==> src/rtl/wws_pkg.sv <==
/*
 * Shared constants and types for the window watchdog supervisor.
 * Assumes a 40 MHz core clock; pin levels arrive as digital comparator outputs.
 */
package wws_pkg;

    // core clock
    localparam int CLK_HZ      = 40_000_000;
    localparam int CLK_PER_US  = CLK_HZ / 1_000_000;

    // factory preset windows, typical figures in microseconds
    localparam int FLOAT_LOWER_US  = 800_000;
    localparam int FLOAT_UPPER_US  = 1_600_000;
    localparam int PULLUP_LOWER_US = 1_850;
    localparam int PULLUP_UPPER_US = 11_000;
    localparam int FLOAT_LOWER_CYC  = FLOAT_LOWER_US * CLK_PER_US;
    localparam int FLOAT_UPPER_CYC  = FLOAT_UPPER_US * CLK_PER_US;
    localparam int PULLUP_LOWER_CYC = PULLUP_LOWER_US * CLK_PER_US;
    localparam int PULLUP_UPPER_CYC = PULLUP_UPPER_US * CLK_PER_US;

    // enable setup and pin detection times
    localparam int SETUP_US   = 150;
    localparam int SETUP_CYC  = SETUP_US * CLK_PER_US;
    localparam int DETECT_US  = 381;
    localparam int DETECT_CYC = DETECT_US * CLK_PER_US;

    // capacitor mode: upper = slope * C + offset, C seen through charge time
    localparam real CAP_SLOPE_S_PER_UF = 77.4;
    localparam real CHARGE_CURRENT_NA  = 375.0;
    localparam real CHARGE_TRIP_V      = 1.21;
    localparam int  CAP_OFFSET_US      = 55_000;
    localparam int  CAP_OFFSET_CYC     = CAP_OFFSET_US * CLK_PER_US;
    localparam int  CAP_GAIN_SHIFT     = 10;
    localparam int  CAP_GAIN_Q =
        int'(CAP_SLOPE_S_PER_UF * CHARGE_CURRENT_NA / CHARGE_TRIP_V / 1000.0 * 1024.0);
    localparam int  LOWER_SHIFT        = 1;
    // a bare pin trips far sooner than the smallest supported capacitor
    localparam int  FLOAT_MAX_US       = 10;
    localparam int  FLOAT_MAX_CYC      = FLOAT_MAX_US * CLK_PER_US;

    localparam int  SYNC_STAGES        = 3;

    typedef struct packed {
        logic supply_por_ok;
        logic supply_min_ok;
        logic supply_below_uv;
        logic supply_above_hyst;
        logic kick_input;
        logic watchdog_enable_pin;
        logic timing_select_pin;
        logic timing_cap_trip;
    } wws_pins_t;

    typedef enum logic [3:0] {
        ST_IDLE   = 4'h1,
        ST_SENSE  = 4'h2,
        ST_CHARGE = 4'h4,
        ST_READY  = 4'h8
    } wws_det_t;

    typedef enum logic [1:0] {
        MODE_FLOAT  = 2'h0,
        MODE_PULLUP = 2'h1,
        MODE_CAP    = 2'h2
    } wws_mode_t;

endpackage

==> src/rtl/wws_top.sv <==
/*
 * Window watchdog with supply-supervisor reset gating.
 * Assumes supply comparators, timing pin sense and charge trip come in as
 * asynchronous digital levels; open-drain pins are resolved outside.
 */
`timescale 1ns/1ps

// Summary of operation
// - below power-on floor reset is undefined; reset is simply held asserted.
// - between floor and minimum supply, reset low and fault output released.
// - whenever reset is asserted the fault output is released.
// - above minimum supply, reset follows undervoltage comparison with hysteresis.
// - fault driven low on kick interval shorter than lower or longer than upper.
// - floating or pulled-up timing pin picks presets; a capacitor picks measured bounds.
// - floating pin with enable high gives 800 ms lower and 1600 ms upper.
// - pulled-up pin with enable high gives 1.85 ms lower and 11.0 ms upper.
// - enable low disables watchdog and keeps fault output released.
// - capacitor charged by constant current to trip level times the window.
// - capacitor upper bound is 77.4 s per microfarad plus 0.055 s.
// - capacitor lower bound is half the upper bound.
// - first kick after reset or enable is checked against the upper bound only.
// - timing pin configuration is re-detected after each reset, within 381 us.
// - kick changes ignored for 150 us after enable rises.
// - kick ignored while reset asserted; checking resumes afterwards.
module wws_top #(
    parameter int CNT_W            = 32,
    parameter int CHG_W            = 32,
    parameter int FLOAT_LOWER_CYC  = wws_pkg::FLOAT_LOWER_CYC,
    parameter int FLOAT_UPPER_CYC  = wws_pkg::FLOAT_UPPER_CYC,
    parameter int PULLUP_LOWER_CYC = wws_pkg::PULLUP_LOWER_CYC,
    parameter int PULLUP_UPPER_CYC = wws_pkg::PULLUP_UPPER_CYC,
    parameter int SETUP_CYC        = wws_pkg::SETUP_CYC,
    parameter int DETECT_CYC       = wws_pkg::DETECT_CYC,
    parameter int CAP_OFFSET_CYC   = wws_pkg::CAP_OFFSET_CYC
) (
    input  wire logic CLOCK_I,
    input  wire logic RST_I,
    input  wire logic SUPPLY_POR_OK_I,
    input  wire logic SUPPLY_MIN_OK_I,
    input  wire logic SUPPLY_BELOW_UV_I,
    input  wire logic SUPPLY_ABOVE_HYST_I,
    input  wire logic KICK_INPUT_I,
    input  wire logic WATCHDOG_ENABLE_PIN_I,
    input  wire logic TIMING_SELECT_PIN_I,
    input  wire logic TIMING_CAP_TRIP_I,
    output logic      TIMING_CHARGE_EN_O,
    output logic      RESET_O,
    output logic      RESET_OE_O,
    output logic      WINDOW_FAULT_OUTPUT_O,
    output logic      WINDOW_FAULT_OE_O
);

    localparam int NPIN = $bits(wws_pkg::wws_pins_t);

    // pin synchroniser: three stages, change accepted when stages two and three agree
    wws_pkg::wws_pins_t pins_raw;
    wws_pkg::wws_pins_t pin;
    logic [NPIN-1:0]    s1_q;
    logic [NPIN-1:0]    s2_q;
    logic [NPIN-1:0]    s3_q;
    logic [NPIN-1:0]    flt_q;

    assign pins_raw = '{supply_por_ok:       SUPPLY_POR_OK_I,
                        supply_min_ok:       SUPPLY_MIN_OK_I,
                        supply_below_uv:     SUPPLY_BELOW_UV_I,
                        supply_above_hyst:   SUPPLY_ABOVE_HYST_I,
                        kick_input:          KICK_INPUT_I,
                        watchdog_enable_pin: WATCHDOG_ENABLE_PIN_I,
                        timing_select_pin:   TIMING_SELECT_PIN_I,
                        timing_cap_trip:     TIMING_CAP_TRIP_I};

    genvar g;
    generate
        for (g = 0; g < NPIN; g++) begin : g_sync
            always_ff @(posedge CLOCK_I or posedge RST_I) begin
                if (RST_I) begin
                    s1_q[g]  <= 1'b0;
                    s2_q[g]  <= 1'b0;
                    s3_q[g]  <= 1'b0;
                    flt_q[g] <= 1'b0;
                end else begin
                    s1_q[g] <= pins_raw[g];
                    s2_q[g] <= s1_q[g];
                    s3_q[g] <= s2_q[g];
                    if (s2_q[g] == s3_q[g]) begin
                        flt_q[g] <= s3_q[g];
                    end
                end
            end
        end
    endgenerate

    assign pin = flt_q;

    // supply supervisor
    logic uv_hold_q;
    logic uv_hold_d;
    logic rst_as;

    assign uv_hold_d = pin.supply_below_uv ? 1'b1 :
                       pin.supply_above_hyst ? 1'b0 : uv_hold_q;
    assign rst_as    = !pin.supply_por_ok | !pin.supply_min_ok | uv_hold_q;

    always_ff @(posedge CLOCK_I or posedge RST_I) begin
        if (RST_I) begin
            uv_hold_q <= 1'b1;
        end else begin
            uv_hold_q <= uv_hold_d;
        end
    end

    // timing pin detection
    wws_pkg::wws_det_t  st_q;
    wws_pkg::wws_det_t  st_d;
    wws_pkg::wws_mode_t mode_q;
    logic [CHG_W-1:0]   chg_q;
    logic [CNT_W-1:0]   lower_q;
    logic [CNT_W-1:0]   upper_q;
    logic               cap_seen_q;
    logic [CHG_W+15:0]  cap_prod;
    logic [CNT_W-1:0]   cap_upper;
    logic               is_float;
    logic               detect_late;

    assign cap_prod    = chg_q * 16'(wws_pkg::CAP_GAIN_Q);
    assign cap_upper   = CNT_W'(cap_prod >> wws_pkg::CAP_GAIN_SHIFT)
                         + CNT_W'(CAP_OFFSET_CYC);
    assign is_float    = chg_q < CHG_W'(wws_pkg::FLOAT_MAX_CYC);
    assign detect_late = chg_q >= CHG_W'(DETECT_CYC);

    always_comb begin
        st_d = st_q;
        case (st_q)
            wws_pkg::ST_IDLE:   if (!rst_as) st_d = wws_pkg::ST_SENSE;
            wws_pkg::ST_SENSE:  st_d = pin.timing_select_pin ? wws_pkg::ST_READY
                                                               : wws_pkg::ST_CHARGE;
            wws_pkg::ST_CHARGE: if (pin.timing_cap_trip) st_d = wws_pkg::ST_READY;
            wws_pkg::ST_READY:  st_d = wws_pkg::ST_READY;
            default:            st_d = wws_pkg::ST_IDLE;
        endcase
        if (rst_as) begin
            st_d = wws_pkg::ST_IDLE;
        end
    end

    always_ff @(posedge CLOCK_I or posedge RST_I) begin
        if (RST_I) begin
            st_q       <= wws_pkg::ST_IDLE;
            mode_q     <= wws_pkg::MODE_FLOAT;
            chg_q      <= '0;
            lower_q    <= CNT_W'(FLOAT_LOWER_CYC);
            upper_q    <= CNT_W'(FLOAT_UPPER_CYC);
            cap_seen_q <= 1'b0;
        end else begin
            st_q <= st_d;
            if (st_q == wws_pkg::ST_SENSE) begin
                chg_q      <= '0;
                cap_seen_q <= 1'b0;
                if (pin.timing_select_pin) begin
                    mode_q  <= wws_pkg::MODE_PULLUP;
                    lower_q <= CNT_W'(PULLUP_LOWER_CYC);
                    upper_q <= CNT_W'(PULLUP_UPPER_CYC);
                end
            end else if (st_q == wws_pkg::ST_CHARGE) begin
                if (!(&chg_q)) begin
                    chg_q <= chg_q + 1'b1;
                end
                // still charging at the detection limit: must be a capacitor
                if (detect_late) begin
                    cap_seen_q <= 1'b1;
                    mode_q     <= wws_pkg::MODE_CAP;
                end
                if (pin.timing_cap_trip) begin
                    if (is_float && !cap_seen_q) begin
                        mode_q  <= wws_pkg::MODE_FLOAT;
                        lower_q <= CNT_W'(FLOAT_LOWER_CYC);
                        upper_q <= CNT_W'(FLOAT_UPPER_CYC);
                    end else begin
                        mode_q  <= wws_pkg::MODE_CAP;
                        lower_q <= cap_upper >> wws_pkg::LOWER_SHIFT;
                        upper_q <= cap_upper;
                    end
                end
            end
        end
    end

    // enable and setup guard
    logic              en_prev_q;
    logic [15:0]       setup_q;
    logic              en_rise;

    assign en_rise = pin.watchdog_enable_pin & !en_prev_q;

    always_ff @(posedge CLOCK_I or posedge RST_I) begin
        if (RST_I) begin
            en_prev_q <= 1'b0;
            setup_q   <= '0;
        end else begin
            en_prev_q <= pin.watchdog_enable_pin;
            if (en_rise) begin
                setup_q <= 16'(SETUP_CYC);
            end else if (setup_q != '0) begin
                setup_q <= setup_q - 1'b1;
            end
        end
    end

    // window checker
    logic             kick_prev_q;
    logic             first_q;
    logic             fault_q;
    logic [CNT_W-1:0] cnt_q;
    logic             wd_active;
    logic             kick_ok;
    logic             early;
    logic             late;

    // enable edge itself is inside the setup guard, before the counter loads
    assign wd_active = !rst_as & pin.watchdog_enable_pin & !en_rise
                       & (st_q == wws_pkg::ST_READY) & (setup_q == '0);
    assign kick_ok   = kick_prev_q & !pin.kick_input & wd_active;
    assign early     = !first_q & (cnt_q < lower_q);
    assign late      = cnt_q >= upper_q;

    always_ff @(posedge CLOCK_I or posedge RST_I) begin
        if (RST_I) begin
            kick_prev_q <= 1'b1;
            first_q     <= 1'b1;
            fault_q     <= 1'b0;
            cnt_q       <= '0;
        end else begin
            kick_prev_q <= pin.kick_input;
            if (!wd_active) begin
                first_q <= 1'b1;
                fault_q <= 1'b0;
                cnt_q   <= '0;
            end else if (kick_ok) begin
                first_q <= 1'b0;
                fault_q <= early;
                cnt_q   <= '0;
            end else if (late) begin
                first_q <= 1'b1;
                fault_q <= 1'b1;
                cnt_q   <= '0;
            end else begin
                cnt_q <= cnt_q + 1'b1;
            end
        end
    end

    // open-drain outputs only ever pull low
    assign RESET_O               = 1'b0;
    assign RESET_OE_O            = rst_as;
    assign WINDOW_FAULT_OUTPUT_O = 1'b0;
    assign WINDOW_FAULT_OE_O     = fault_q & !rst_as;
    assign TIMING_CHARGE_EN_O    = (st_q == wws_pkg::ST_CHARGE);

    // checks
    fault_rel_rst_a: assert property (@(posedge CLOCK_I) disable iff (RST_I)
        rst_as |-> !WINDOW_FAULT_OE_O) else $error("fault driven during reset");

    low_supply_a: assert property (@(posedge CLOCK_I) disable iff (RST_I)
        !pin.supply_min_ok |-> RESET_OE_O && !WINDOW_FAULT_OE_O)
        else $error("reset not held below minimum supply");

    uv_hyst_a: assert property (@(posedge CLOCK_I) disable iff (RST_I)
        pin.supply_min_ok && pin.supply_below_uv |=> RESET_OE_O)
        else $error("reset missed undervoltage");

    wd_disabled_a: assert property (@(posedge CLOCK_I) disable iff (RST_I)
        !pin.watchdog_enable_pin |=> !WINDOW_FAULT_OE_O)
        else $error("fault while watchdog disabled");

    early_kick_a: assert property (@(posedge CLOCK_I) disable iff (RST_I)
        kick_ok && !first_q && cnt_q < lower_q |=> fault_q)
        else $error("early kick not flagged");

    late_kick_a: assert property (@(posedge CLOCK_I) disable iff (RST_I)
        wd_active && !kick_ok && cnt_q >= upper_q |=> fault_q && cnt_q == '0)
        else $error("missed kick not flagged");

    first_kick_a: assert property (@(posedge CLOCK_I) disable iff (RST_I)
        kick_ok && first_q |=> !fault_q) else $error("first kick checked early");

    setup_ign_a: assert property (@(posedge CLOCK_I) disable iff (RST_I)
        en_rise |=> !kick_ok [*8]) else $error("kick taken during setup");

    reset_ign_a: assert property (@(posedge CLOCK_I) disable iff (RST_I)
        rst_as |-> !kick_ok ##1 first_q) else $error("kick taken in reset");

    restart_a: assert property (@(posedge CLOCK_I) disable iff (RST_I)
        kick_ok |=> cnt_q == '0 ##1 cnt_q == CNT_W'(1))
        else $error("interval count not restarted");

    redetect_a: assert property (@(posedge CLOCK_I) disable iff (RST_I)
        $fell(rst_as) |-> st_q == wws_pkg::ST_IDLE ##1 st_q == wws_pkg::ST_SENSE)
        else $error("pin detection not restarted");

    pullup_sel_a: assert property (@(posedge CLOCK_I) disable iff (RST_I)
        st_q == wws_pkg::ST_SENSE && pin.timing_select_pin && !rst_as
        |=> upper_q == CNT_W'(PULLUP_UPPER_CYC) && lower_q == CNT_W'(PULLUP_LOWER_CYC))
        else $error("pull-up preset not loaded");

    cap_half_a: assert property (@(posedge CLOCK_I) disable iff (RST_I)
        st_q == wws_pkg::ST_READY && mode_q == wws_pkg::MODE_CAP
        |-> lower_q == (upper_q >> wws_pkg::LOWER_SHIFT))
        else $error("capacitor lower bound not half");

endmodule

==> config.mk <==
export PLATFORM = sky130hd
export DESIGN_NAME = wws_top
export DESIGN_NICKNAME = d
export VERILOG_FILES = /design/src/rtl/wws_pkg.sv /design/src/rtl/wws_top.sv
export SDC_FILE = /design/constraint.sdc
export NUM_CORES = 1
export LEC_CHECK = 0
export BUFFER_PORTS_ARGS = -buffer_cell sky130_fd_sc_hd__buf_2
export CAP_MARGIN = 30
export CORE_MARGIN = 3
export CORE_UTILIZATION = 60
export DETAILED_ROUTE_END_ITERATION = 16
export GPL_TIMING_DRIVEN = 0
export PLACE_DENSITY_LB_ADDON = 0.05
export SLEW_MARGIN = 20
export SYNTH_ARGS = -nofsm -noshare
export SYNTH_HDL_FRONTEND = slang
export SYNTH_SLANG_ARGS = --single-unit
==> constraint.sdc <==
create_clock -name CLOCK_I -period 8.01 [get_ports CLOCK_I]
set_input_delay 0 -clock CLOCK_I [delete_from_list [all_inputs] [get_ports CLOCK_I]]
set_output_delay 0 -clock CLOCK_I [all_outputs]
set_load 0.02 [all_outputs]
==> impl_metrics.yaml <==
global_routing:
  grt_pass1_wl_um: 76400
  grt_start_max_net_pins: 96
  globalRoute.totalOverflow: 0
  antenna_found_initial: 1
  grt_pass1_vias: 14800
  grt_use_total_pct: 28.5
synthesis:
  ys_ff_latch: 163
  synth_top_area_share_pct: 25.3
  yosys_warnings: 0
  synth_cell_types: 88
  synth_edf_count: 0
  yosys-top-cells-area: "fa_1, dfrtp_1, ha_1"
  syn_area_per_cell_um2: 9.66
  syn_area_um2: 19400
  synthFlopType: "dfrtp_1"
  synth-seq-area-share_pct: 21.1
  synth_cells: 2007
  async_reset_ff_share_pct: 100
  synth_area_leader_cell: "fa_1"
cells_and_area:
  nNetsFinal: 2555
  n_antenna_cell: 0
  drive_above_1_share_pct: 5.52
  postLayoutCellArea_um2: 20800
  area_growth_pct: 7.07
  fill_cells: 2631
sta:
  fin_crit_sh_pct: 96.5
  tightestPinTransition_ns: 0.968
  grt_setup_unrepaired: "false"
  final_hold_viol_count: 0
  setup_viol: 0
  fmax_mhz: 129
  max_slew_margin_pct: 34.5
  slew_viol_final: 0
  period_minus_slack_ns: 7.73
  tns_ns: 0
  fin_worst_skew_ns: 0.0179
critical_path:
  critPathTopFamily: "adder cells"
  critPathLaunchType: "register"
  crit_path_end_kind: "register"
  cp_slowest_cell: "dfrtp_1"
  cp_max_fo: 10
  path_class: "register to register"
  arrival_ns: 8.07
  max_stage_delay_ns: 0.57
  reg2reg_from: "chg_q[13]"
  critPathMostFrequentCell: "fa_1"
  startpoint: "chg_q[13]"
  path_cells: "inv_1 -> fa_1 -> inv_1 -> fa_1 -> fa_1 -> fa_1 -> fa_1 -> inv_1 -> fa_1 -> inv_1 -> ha_1 -> buf_2 -> and4_1 -> nand4_1 -> a2111oi_4 -> a21oi_1 -> a211oi_2 -> and4_1 -> nand3_1 -> or4b_1 -> a32o_1"
  crit_buf_inv: 5
  required_ns: 8.35
detailed_routing:
  drt_wl_total_um: 45300
  dr.pass1.iters: 6
  antenna_left: 0
  drt_iter0_drc: 1056
  wl_per_cell_um: 18.3
  via_per_inst: 5.63
  drc: 0
  vias: 13900
place:
  placed_area_um2: 20000
  dp_hpwl_um: 37600
  gp_congestion: 0.981
  io_buffers: 12
power:
  p_leak_uw: 0.0110
  p_total_uw: 1870
  power_density_nw_per_um2: 90.1
  ir_drop_v: 0.000153
die:
  start_util_pct: 61.1
  die-area_um2: 34500
  num_rows: 65
  ios: 15
  core_um2: 31700
  dieHeight_um: 186
  die_w_um: 186
clock_tree:
  htreeDepth: 4
  clkTransAtPathRegs_ns: 0.07
  clk_latency_ns: 0.46
  cts_made_buffers: 17
  clock_path_buffers: 2
  cts_tree: "done"
  clock-sinks: 163
  cts-root-buf: "clkbuf_16"
job:
  max-cap-violations: 0
worst_hold_path:
  worstHoldStart: "SUPPLY_POR_OK_I"
  min_path_type: "primary input to register"
status:
  status: "completed"
==> path summary, 6_finish.rpt <==
kind / slack [ns] / end / cells after the start
worst min register to register: 0.35 / s2_q[5] / 0
worst max register to register: 0.28 / lower_q[30] / 21
min in group asynchronous: 0.22 / s1_q[7] / 3
worst max-delay path: 0.28 / lower_q[30] / 21
max in group asynchronous: 6.96 / lower_q[11] / 4
worst min-delay path: 0.19 / s1_q[7] / 2
==> repair_timing <==
item / in CTS / in global routing
endpoints found under the hold margin: 101 / 0
buffers inserted: 0 / 4
resized for setup: 0 / 13
hold buffers: 9 / 0
endpoints found under the setup margin: 0 / 8
==> cells by family (layout without fill, tap and decap cells) <==
family | Yosys count | after routing | share of synthesized area [%]
AO/OA/AOI/OAI | 300 | 300 | 10.6
XOR/XNOR | 130 | 130 | 6.05
adder cells (fa/ha/maj) | 499 | 499 | 41.6
buffers and inverters | 445 | 504 | 8.69
flip-flops | 163 | 163 | 21.1
multiplexers | 3 | 3 | 0.168
other | 1 | 2 | 0.0193
AND/OR/NAND/NOR | 466 | 466 | 11.8
==> state kept, by name (all words and copies together), names as in the netlist, 4 cells and up <==
| name | flops |
|---|---|
| s3_q | 8 |
| cnt_q | 32 |
| s2_q | 8 |
| upper_q | 31 |
| chg_q | 32 |
| lower_q | 10 |
| flt_q | 8 |
| st_q | 4 |
| setup_q | 16 |
| s1_q | 8 |
==> cell type report <==
cell class / instances / area, µm² / area share, %
Timing Repair Buffer: 27 / 215 / 1.04
Clock buffer: 20 / 437 / 2.10
Inverter: 409 / 1550 / 7.45
Sequential cell: 163 / 4100 / 19.7
Tap cell: 402 / 503 / 2.42
Multi-Input combinational cell: 1400 / 13700 / 65.8
Buffer: 36 / 150 / 0.723
Clock inverter: 12 / 144 / 0.693
==> cell usage in the layout, fill, tap and decap left out, types with 13 or more instances in the layout <==
cell,n
nand2b_1,16
nand3_1,44
xor2_1,44
nor2b_1,13
nand4_1,34
nor3_1,24
dfrtp_1,147
dfstp_2,13
fa_1,245
clkbuf_16,17
xnor2_1,83
a21oi_1,69
buf_2,18
inv_1,407
clkbuf_1,27
ha_1,245
and3_1,22
nand2_1,116
a21o_1,49
nor2_1,133
o21ai_0,74
==> stage by stage <==
step                util, %  instances  setup WS [ns]  hold WS [ns]
detailed placement     63.1       2423          0.271         0.110
global route           65.5       2469        0.00653         0.173
floorplan                 -       2008           1.11        0.0314
global placement       62.9       2422          0.326         0.109
CTS                    65.2       2464          0.237         0.165
finish                 65.5       2469          0.278         0.192
==> metal layers <==
layer | global-route usage [%] | routed length [µm]
met5 | 0 | 15
met4 | 7.80 | 987
met1 | 39.5 | 20500
met2 | 46.1 | 21200
met3 | 6.02 | 2600
==> synthesized netlist by cell type, types with 34 or more instances <==
cell,instances
a21o_1,49
a21oi_1,69
dfrtp_1,150
fa_1,245
ha_1,246
inv_1,409
nand2_1,117
nand3_1,44
nand4_1,34
nor2_1,133
o21ai_0,75
xnor2_1,83
xor2_1,44
==> where the power goes <==
group | internal [µW] | total [µW] | switching, µW
Sequential | 862 | 887 | 25.0
Clock | 466 | 845 | 379
Combinational | 56.5 | 137 | 80.8
(Power assumes the default switching activity.)
